**src/core/irq_priority_defines.vh**
```
`ifndef IRQ_PRIORITY_DEFINES_VH
`define IRQ_PRIORITY_DEFINES_VH

// register bus geometry
`define PRIO_ADDR_W                 5
`define PRIO_DATA_W                 16
`define PRIO_SRC_N                  20

// register offsets (word index on the register port)
`define PRIO_FLASH_CLOCK_POWER_PINS_OFS 5'h02
`define PRIO_PORTS_DEF_CAN_OFS          5'h03
`define PRIO_SERIAL_PORTS_ABC_OFS       5'h04

// reset values
`define PRIO_FLASH_CLOCK_POWER_PINS_RST 16'h0000
`define PRIO_PORTS_DEF_CAN_RST          16'h0000
`define PRIO_SERIAL_PORTS_ABC_RST       16'h0000

// implemented bits; reserved bits are zero here
`define PRIO_FLASH_CLOCK_POWER_PINS_MASK 16'hFFCF
`define PRIO_PORTS_DEF_CAN_MASK          16'hFFFC
`define PRIO_SERIAL_PORTS_ABC_MASK       16'hFC3F

// field positions (low bit of each 2-bit field), offset 2
`define FLASH_BUFFERS_EMPTY_PRIORITY_LSB 14
`define FLASH_COMMAND_DONE_PRIORITY_LSB  12
`define FLASH_ERROR_PRIORITY_LSB         10
`define PLL_UNLOCK_PRIORITY_LSB          8
`define LOW_VOLTAGE_PRIORITY_LSB         6
`define EXTERNAL_REQUEST_B_PRIORITY_LSB  2
`define EXTERNAL_REQUEST_A_PRIORITY_LSB  0

// field positions, offset 3
`define PORT_D_PRIORITY_LSB              14
`define PORT_E_PRIORITY_LSB              12
`define PORT_F_PRIORITY_LSB              10
`define CAN_MESSAGE_BUFFER_PRIORITY_LSB  8
`define CAN_WAKEUP_PRIORITY_LSB          6
`define CAN_ERROR_PRIORITY_LSB           4
`define CAN_BUS_OFF_PRIORITY_LSB         2

// field positions, offset 4
`define SERIAL0_RECEIVE_FULL_PRIORITY_LSB    14
`define SERIAL1_TRANSMIT_EMPTY_PRIORITY_LSB  12
`define SERIAL1_RECEIVE_FULL_PRIORITY_LSB    10
`define PORT_A_PRIORITY_LSB                  4
`define PORT_B_PRIORITY_LSB                  2
`define PORT_C_PRIORITY_LSB                  0

// field codes
`define PRIO_CODE_DISABLED          2'b00
`define PRIO_LEVEL_RST              2'b00

`endif

```
**src/core/irq_priority_regs.v**
```verilog
// The implementer's own choice: the strobed register port.
`timescale 1ns/1ps
`include "irq_priority_defines.vh"

// How it works
// - field code 00 disables the source; 01, 10, 11 give levels 0, 1, 2.
// - covered sources only ever present level 0, 1 or 2, never level 3.
// - reset clears every priority field, so every covered source starts disabled.
// - reserved bits read zero and ignore writes in all three registers.
// - offset 2 bits 15-14: flash buffers-empty priority.
// - offset 2 bits 13-12: flash command-complete priority.
// - offset 2 bits 11-10: flash error priority.
// - offset 2 bits 9-8: loss-of-lock priority.
// - offset 2 bits 7-6: low-voltage detector priority.
// - offset 2 bits 3-2: second external request pin priority.
// - offset 2 bits 1-0: first external request pin priority.
// - offset 3 bits 15-10: ports D, E, F priorities.
// - offset 3 bits 9-8: CAN message buffer priority.
// - offset 3 bits 7-6: CAN wake-up priority.
// - offset 3 bits 5-4 CAN error, bits 3-2 CAN bus-off priority.
// - offset 4 bits 15-14: first serial unit receive-full priority.
// - offset 4 bits 13-12: second serial unit transmit-empty priority.
// - offset 4 bits 11-10: second serial unit receive-full priority.
// - offset 4 bits 5-4 port A, bits 3-2 port B priority.
// - offset 4 bits 1-0: port C priority, same encoding.
// - in low power only sources enabled before entry may request wake-up.
module irq_priority_regs (
   input  wire        ref_clk_i,     // system clock, 40 MHz
   input  wire        rst_i,         // synchronous reset, active high
   input  wire [4:0]  addr_i,        // register word index
   input  wire [15:0] wdata_i,       // write data
   input  wire        wr_i,          // write strobe
   input  wire        rd_i,          // read strobe
   input  wire        low_power_i,   // wait or stop state in force
   input  wire [19:0] src_irq_i,     // raw request of each covered source
   output reg  [15:0] rdata_o,       // read data, cycle after the strobe
   output reg  [19:0] src_enable_o,  // source enabled (field non-zero)
   output reg  [39:0] src_level_o,   // 2-bit level per source, 0..2
   output reg         wake_o         // wake-up request to clock control
);

   // stored registers and their next values
   reg  [15:0] prio_flash_clock_power_pins_r;
   reg  [15:0] prio_ports_def_can_r;
   reg  [15:0] prio_serial_ports_abc_r;
   reg  [15:0] prio_flash_clock_power_pins_nxt;
   reg  [15:0] prio_ports_def_can_nxt;
   reg  [15:0] prio_serial_ports_abc_nxt;
   reg  [15:0] rdata_nxt;
   reg  [19:0] wake_en_r;           // enables frozen at low-power entry
   reg  [19:0] wake_en_nxt;
   wire [19:0] src_enable_nxt;
   wire [39:0] src_level_nxt;
   wire [39:0] field_vec;

   // named fields of the next register values
   wire [1:0] flash_buffers_empty_priority;
   wire [1:0] flash_command_done_priority;
   wire [1:0] flash_error_priority;
   wire [1:0] pll_unlock_priority;
   wire [1:0] low_voltage_priority;
   wire [1:0] external_request_b_priority;
   wire [1:0] external_request_a_priority;
   wire [1:0] port_d_priority;
   wire [1:0] port_e_priority;
   wire [1:0] port_f_priority;
   wire [1:0] can_message_buffer_priority;
   wire [1:0] can_wakeup_priority;
   wire [1:0] can_error_priority;
   wire [1:0] can_bus_off_priority;
   wire [1:0] serial0_receive_full_priority;
   wire [1:0] serial1_transmit_empty_priority;
   wire [1:0] serial1_receive_full_priority;
   wire [1:0] port_a_priority;
   wire [1:0] port_b_priority;
   wire [1:0] port_c_priority;

   // write path: only implemented bits are stored
   always @* begin
      prio_flash_clock_power_pins_nxt = prio_flash_clock_power_pins_r;
      prio_ports_def_can_nxt          = prio_ports_def_can_r;
      prio_serial_ports_abc_nxt       = prio_serial_ports_abc_r;
      if (wr_i) begin
         case (addr_i)
            `PRIO_FLASH_CLOCK_POWER_PINS_OFS: begin
               prio_flash_clock_power_pins_nxt =
                  wdata_i & `PRIO_FLASH_CLOCK_POWER_PINS_MASK;
            end
            `PRIO_PORTS_DEF_CAN_OFS: begin
               prio_ports_def_can_nxt = wdata_i & `PRIO_PORTS_DEF_CAN_MASK;
            end
            `PRIO_SERIAL_PORTS_ABC_OFS: begin
               prio_serial_ports_abc_nxt = wdata_i & `PRIO_SERIAL_PORTS_ABC_MASK;
            end
            default: begin
               prio_flash_clock_power_pins_nxt = prio_flash_clock_power_pins_r;
            end
         endcase
      end
   end

   // read path: stored values, unmapped words read zero
   always @* begin
      rdata_nxt = 16'h0000;
      if (rd_i) begin
         case (addr_i)
            `PRIO_FLASH_CLOCK_POWER_PINS_OFS: begin
               rdata_nxt = prio_flash_clock_power_pins_r;
            end
            `PRIO_PORTS_DEF_CAN_OFS: begin
               rdata_nxt = prio_ports_def_can_r;
            end
            `PRIO_SERIAL_PORTS_ABC_OFS: begin
               rdata_nxt = prio_serial_ports_abc_r;
            end
            default: begin
               rdata_nxt = 16'h0000;
            end
         endcase
      end
   end

   // field extraction, offset 2
   assign flash_buffers_empty_priority =
      prio_flash_clock_power_pins_nxt[`FLASH_BUFFERS_EMPTY_PRIORITY_LSB +: 2];
   assign flash_command_done_priority =
      prio_flash_clock_power_pins_nxt[`FLASH_COMMAND_DONE_PRIORITY_LSB +: 2];
   assign flash_error_priority =
      prio_flash_clock_power_pins_nxt[`FLASH_ERROR_PRIORITY_LSB +: 2];
   assign pll_unlock_priority =
      prio_flash_clock_power_pins_nxt[`PLL_UNLOCK_PRIORITY_LSB +: 2];
   assign low_voltage_priority =
      prio_flash_clock_power_pins_nxt[`LOW_VOLTAGE_PRIORITY_LSB +: 2];
   assign external_request_b_priority =
      prio_flash_clock_power_pins_nxt[`EXTERNAL_REQUEST_B_PRIORITY_LSB +: 2];
   assign external_request_a_priority =
      prio_flash_clock_power_pins_nxt[`EXTERNAL_REQUEST_A_PRIORITY_LSB +: 2];

   // field extraction, offset 3
   assign port_d_priority = prio_ports_def_can_nxt[`PORT_D_PRIORITY_LSB +: 2];
   assign port_e_priority = prio_ports_def_can_nxt[`PORT_E_PRIORITY_LSB +: 2];
   assign port_f_priority = prio_ports_def_can_nxt[`PORT_F_PRIORITY_LSB +: 2];
   assign can_message_buffer_priority =
      prio_ports_def_can_nxt[`CAN_MESSAGE_BUFFER_PRIORITY_LSB +: 2];
   assign can_wakeup_priority =
      prio_ports_def_can_nxt[`CAN_WAKEUP_PRIORITY_LSB +: 2];
   assign can_error_priority =
      prio_ports_def_can_nxt[`CAN_ERROR_PRIORITY_LSB +: 2];
   assign can_bus_off_priority =
      prio_ports_def_can_nxt[`CAN_BUS_OFF_PRIORITY_LSB +: 2];

   // field extraction, offset 4
   assign serial0_receive_full_priority =
      prio_serial_ports_abc_nxt[`SERIAL0_RECEIVE_FULL_PRIORITY_LSB +: 2];
   assign serial1_transmit_empty_priority =
      prio_serial_ports_abc_nxt[`SERIAL1_TRANSMIT_EMPTY_PRIORITY_LSB +: 2];
   assign serial1_receive_full_priority =
      prio_serial_ports_abc_nxt[`SERIAL1_RECEIVE_FULL_PRIORITY_LSB +: 2];
   assign port_a_priority = prio_serial_ports_abc_nxt[`PORT_A_PRIORITY_LSB +: 2];
   assign port_b_priority = prio_serial_ports_abc_nxt[`PORT_B_PRIORITY_LSB +: 2];
   assign port_c_priority = prio_serial_ports_abc_nxt[`PORT_C_PRIORITY_LSB +: 2];

   // source order, index 19 first (most significant), index 0 last
   assign field_vec = {serial0_receive_full_priority,    // 19
                       serial1_transmit_empty_priority,  // 18
                       serial1_receive_full_priority,    // 17
                       port_a_priority,                  // 16
                       port_b_priority,                  // 15
                       port_c_priority,                  // 14
                       port_d_priority,                  // 13
                       port_e_priority,                  // 12
                       port_f_priority,                  // 11
                       can_message_buffer_priority,      // 10
                       can_wakeup_priority,              // 9
                       can_error_priority,               // 8
                       can_bus_off_priority,             // 7
                       flash_buffers_empty_priority,     // 6
                       flash_command_done_priority,      // 5
                       flash_error_priority,             // 4
                       pll_unlock_priority,              // 3
                       low_voltage_priority,             // 2
                       external_request_b_priority,      // 1
                       external_request_a_priority};     // 0

   // per-source decode: code minus one, disabled presents level 0
   genvar g;
   generate
      for (g = 0; g < `PRIO_SRC_N; g = g + 1) begin : g_src
         assign src_enable_nxt[g] =
            (field_vec[2*g +: 2] != `PRIO_CODE_DISABLED);
         assign src_level_nxt[2*g +: 2] = src_enable_nxt[g] ?
            (field_vec[2*g +: 2] - 2'b01) : `PRIO_LEVEL_RST;
      end
   endgenerate

   // wake enables track the fields until low power is entered
   always @* begin
      wake_en_nxt = wake_en_r;
      if (!low_power_i) begin
         wake_en_nxt = src_enable_o;
      end
   end

   // register update
   always @(posedge ref_clk_i) begin
      if (rst_i) begin
         prio_flash_clock_power_pins_r <= `PRIO_FLASH_CLOCK_POWER_PINS_RST;
         prio_ports_def_can_r          <= `PRIO_PORTS_DEF_CAN_RST;
         prio_serial_ports_abc_r       <= `PRIO_SERIAL_PORTS_ABC_RST;
         src_enable_o                  <= 20'h0_0000;
         src_level_o                   <= 40'h00_0000_0000;
         wake_en_r                     <= 20'h0_0000;
         wake_o                        <= 1'b0;
         rdata_o                       <= 16'h0000;
      end else begin
         prio_flash_clock_power_pins_r <= prio_flash_clock_power_pins_nxt;
         prio_ports_def_can_r          <= prio_ports_def_can_nxt;
         prio_serial_ports_abc_r       <= prio_serial_ports_abc_nxt;
         src_enable_o                  <= src_enable_nxt;
         src_level_o                   <= src_level_nxt;
         wake_en_r                     <= wake_en_nxt;
         wake_o <= low_power_i & (|(src_irq_i & wake_en_nxt));
         rdata_o                       <= rdata_nxt;
      end
   end

endmodule

```
**config.mk**
```make
export PLATFORM = sky130hd
export DESIGN_NAME = irq_priority_regs
export DESIGN_NICKNAME = d
export VERILOG_FILES = /design/src/core/irq_priority_regs.v
export VERILOG_INCLUDE_DIRS = /design/src /design/src/core
export SDC_FILE = /design/constraint.sdc
export NUM_CORES = 1
export LEC_CHECK = 0
export BUFFER_PORTS_ARGS = -buffer_cell sky130_fd_sc_hd__buf_2
export CELL_PAD_IN_SITES_DETAIL_PLACEMENT = 0
export CELL_PAD_IN_SITES_GLOBAL_PLACEMENT = 2
export CORE_AREA = 2 2 123 125
export DETAILED_ROUTE_END_ITERATION = 8
export DIE_AREA = 0 0 125 127
export PLACE_DENSITY_LB_ADDON = 0.08
export SYNTH_ARGS = -nofsm -noshare
export SYNTH_HDL_FRONTEND = slang
export SYNTH_SLANG_ARGS = --single-unit
```
**constraint.sdc**
```tcl
create_clock -name ref_clk_i -period 2.1 [get_ports ref_clk_i]
set_clock_uncertainty 0.1 [all_clocks]
set_input_delay 0.21 -clock ref_clk_i [delete_from_list [all_inputs] [get_ports ref_clk_i]]
set_output_delay 0.21 -clock ref_clk_i [all_outputs]
set_load 0.01 [all_outputs]
```
==> summary.md <==
| Metric | Value |
|---|---|
| Status | completed |
| Crit-path max FO | 14 |
| Vias in the first global route | 3468 |
| Yosys warns | 0 |
| GP Congestion | 0.708 |
| I/O pins | 123 |
| # DRC | 0 |
| Die width | 125 µm |
| Pwr Density | 901 nW/µm² |
| Filler cell count | 1406 |
| # hold bufs at CTS | 7 |
| Setup Buffers After CTS | 0 |
| Pre-Repair DR Iteration Count | 6 |
| Die area | 15900 µm² |
| CP Capture Type | flip-flop |
| Fmax | 0.627 GHz |
| Num rows | 44 |
| Post-DR wirelength/cell | 15.8 µm |
| Sequential area share after synthesis | 57.8% |
| Hold Path Class | primary input to flip-flop |
| Post-CTS sizing | 0 |
| Final Util | 43.7% |
| Register area | 2740 µm² |
| Clk buf depth | 2 |
| Synth-to-layout area growth | 33.0% |
| Syn Nets | 487 |
| Delay-heaviest family, CP | simple AND/OR/NAND/NOR gates |
| All-Layer GR Usage | 15.6% |
| Ys flop type | dfxtp_1 |
| First-pass GRT wire length | 18700 µm |
| Multi-input gate area | 1890 µm² |
| Vias | 3442 |
| Worst path buffer plus inverter count | 2 |
| NumNets Final | 635 |
| Worst-margin pin slew | 475 ps |
| Post-layout min period | 1600 ps |
| CTS Root Cell | clkbuf_16 |
| Initial Util | 32.9% |
| Setup violators final | 0 |
| Synth Register Bits | 137 |
| Setup CP Type | primary input to flip-flop |
| GRT overflow | 0 |
| Clock latency on the worst-skew pair | 410 ps |
| CTS HTree Levels | 4 |
| Rel. slew slack | 68.3% |
| Fraction of layout cells with a size suffix above 1 | 32.8% |
| Sink Count | 137 |
| Clock slew at reported path FFs | 50 ps |
| RSZ-0062 raised after global routing | false |
| DP HPWL | 8770 µm |
| CTS tree | built |
| Critical path cell sequence | buf_2 > nand3b_1 > nor4b_4 > buf_12 > mux2i_1 > ha_1 > nor3_1 |
| Ys async rst share | 0% |
| Yosys cell types | 29 |
| Area contributors post-synth | dfxtp_1 58%, mux2i_1 9.5%, nor2_1 6.3%, ha_1 5.3%, and2_1 4.9% |
| CP Launch Type | primary input |
| Antenna Nets Post-Route | 0 |
| Post-synth EDFFs | 0 |
| Final hold vios | 0 |
| Final period util | 76.0% |
| Sum Neg Setup Slack | 0 ps |
| Yosys top cell by area | dfxtp_1 |
| Synth top area share | 57.8% |
| Die H | 127 µm |
| Maximum VDD drop | 518 µV |
| Arrival @ worst endpoint | 1820 ps |
| Avg Vias per Cell | 4.51 |
| Core Footprint | 14400 µm² |
| Antenna violations before repair | 0 |
| Iteration-0 DRC Markers | 202 |
| Max stage delay on crit path | 310 ps |
| Post-Syn Area | 4740 µm² |
| Synth cell count leaders | 137 x dfxtp_1, 80 x nor2_1, 45 x mux2i_1, 37 x and2_1 |
| Routed wire length | 12100 µm |
| Final Max Slew Viols | 0 |
| CTS buffer count | 17 |
| Critical Path RT | 2320 ps |
| Crit path max-delay cell type | mux2i_1 |
| Static leakage | 2.99 nW |
| Max Cap Viol | 0 |
| Maximum number of pins on one net before global-route repair | 86 |
| Most frequent cell after synthesis | dfxtp_1 |
| Synth Area per Inst | 11.3 µm² |
| Antenna diodes | 0 |
| Port Buffer Count | 122 |
| Cells after synthesis | 421 |
[final cells by class]
type | count | share of cell area, %
clock inverter | 2 | 0.555
tap | 184 | 3.65
clock buffer | 27 | 8.29
inverter | 5 | 0.298
timing repair buffer | 149 | 13.8
sequential | 137 | 43.5
multi-input combinational | 259 | 30.0
[metal layers]
metal	track usage (%)	routed length, µm	share of wire (%)
met5	0	0	0
met4	6.47	163	1.3
met3	4.77	634	5.2
met2	22.2	5030	42
met1	22.1	6250	52
[kinds of logic (layout without fill, tap and decap cells)]
group	Yosys count	in the layout	synth area share [%]
mux	64	64	14.2
simple gates	151	151	16.0
fa+ha+maj	20	20	5.27
flops	137	137	57.8
buf+inv	25	183	2.48
compound gates	24	24	4.30
[worst min-delay path: cells and delay by family]
kind	cells	cell delay [ps]
mux	1	90
simple gates	1	80
buf+inv	1	100
[registers in the layout, summed over array words and instances, names as in the netlist]
name                           flops
prio_flash_clock_power_pins_r     14
prio_ports_def_can_r              14
prio_serial_ports_abc_r           12
rdata_o                           16
src_enable_o                      20
src_level_o                       40
wake_en_r                         20
wake_o                             1
[per-stage QoR]
step | cells | worst slack, ps | hold slack [ps] | total power, mW | instance area, µm²
after global placement | 727 | 80.3 | 381 | 2.92 | 5680
final | 763 | 505 | 11.4 | 5.68 | 6310
after CTS | 763 | 494 | 0.902 | 5.74 | 6310
after global routing | 763 | 355 | 23.0 | 5.90 | 6310
after floorplan | 421 | 178 | 275 | 2.80 | 4740
after detailed placement | 727 | 62.7 | 391 | 2.92 | 5680
[power breakdown]
group          switching [mW]  internal [mW]  total, mW
clock network            1.01           1.80       2.81
registers              0.0112           2.63       2.64
logic                   0.129          0.108      0.237
total                    1.15           4.53       5.68
[worst paths after layout]
kind / from / to / slack, ps / cells after the start
setup / recovery: addr_i[4] / src_level_o[17]$_SDFF_PP0_ / 500 / 7
hold / removal: wdata_i[13] / prio_flash_clock_power_pins_r[13]$_SDFF_PP0_ / 10 / 3
setup reg to reg: src_enable_o[13]$_SDFF_PP0_ / wake_o$_SDFF_PP0_ / 560 / 4
hold reg to reg: wake_en_r[0]$_SDFF_PP0_ / wake_en_r[0]$_SDFF_PP0_ / 400 / 2
[cell usage in the layout, fill, tap and decap left out]
cell           synthesis  layout
nand2b_1               2       2
nor2b_1                2       2
inv_1                  5       5
mux2i_1               45      45
buf_4                  1      17
o311a_1                1       1
dfxtp_1              137     137
nand3b_1               1       1
clkbuf_8               0       6
ha_1                  20      20
nor4_2                 0       1
and2_1                37      37
buf_12                 0       3
clkbuf_16              0      17
o21ai_0                1       1
nor2_1                80      80
dlygate4sd3_1          0       7
o211ai_1               1       1
buf_2                  4     122
nor3_1                20      20
nor4b_1                1       1
clkinv_2               0       1
nand2_1                2       2
a22oi_1               10      10
nor4b_4                2       2
clkbuf_1              11       4
mux2i_2                3       3
nand4_1                2       2
nand3b_2               1       1
bufinv_16              0       1
a222oi_1               8       8
a2bb2oi_1              3       3
mux2_2                16      16
Power figures use the tool's default switching activity.
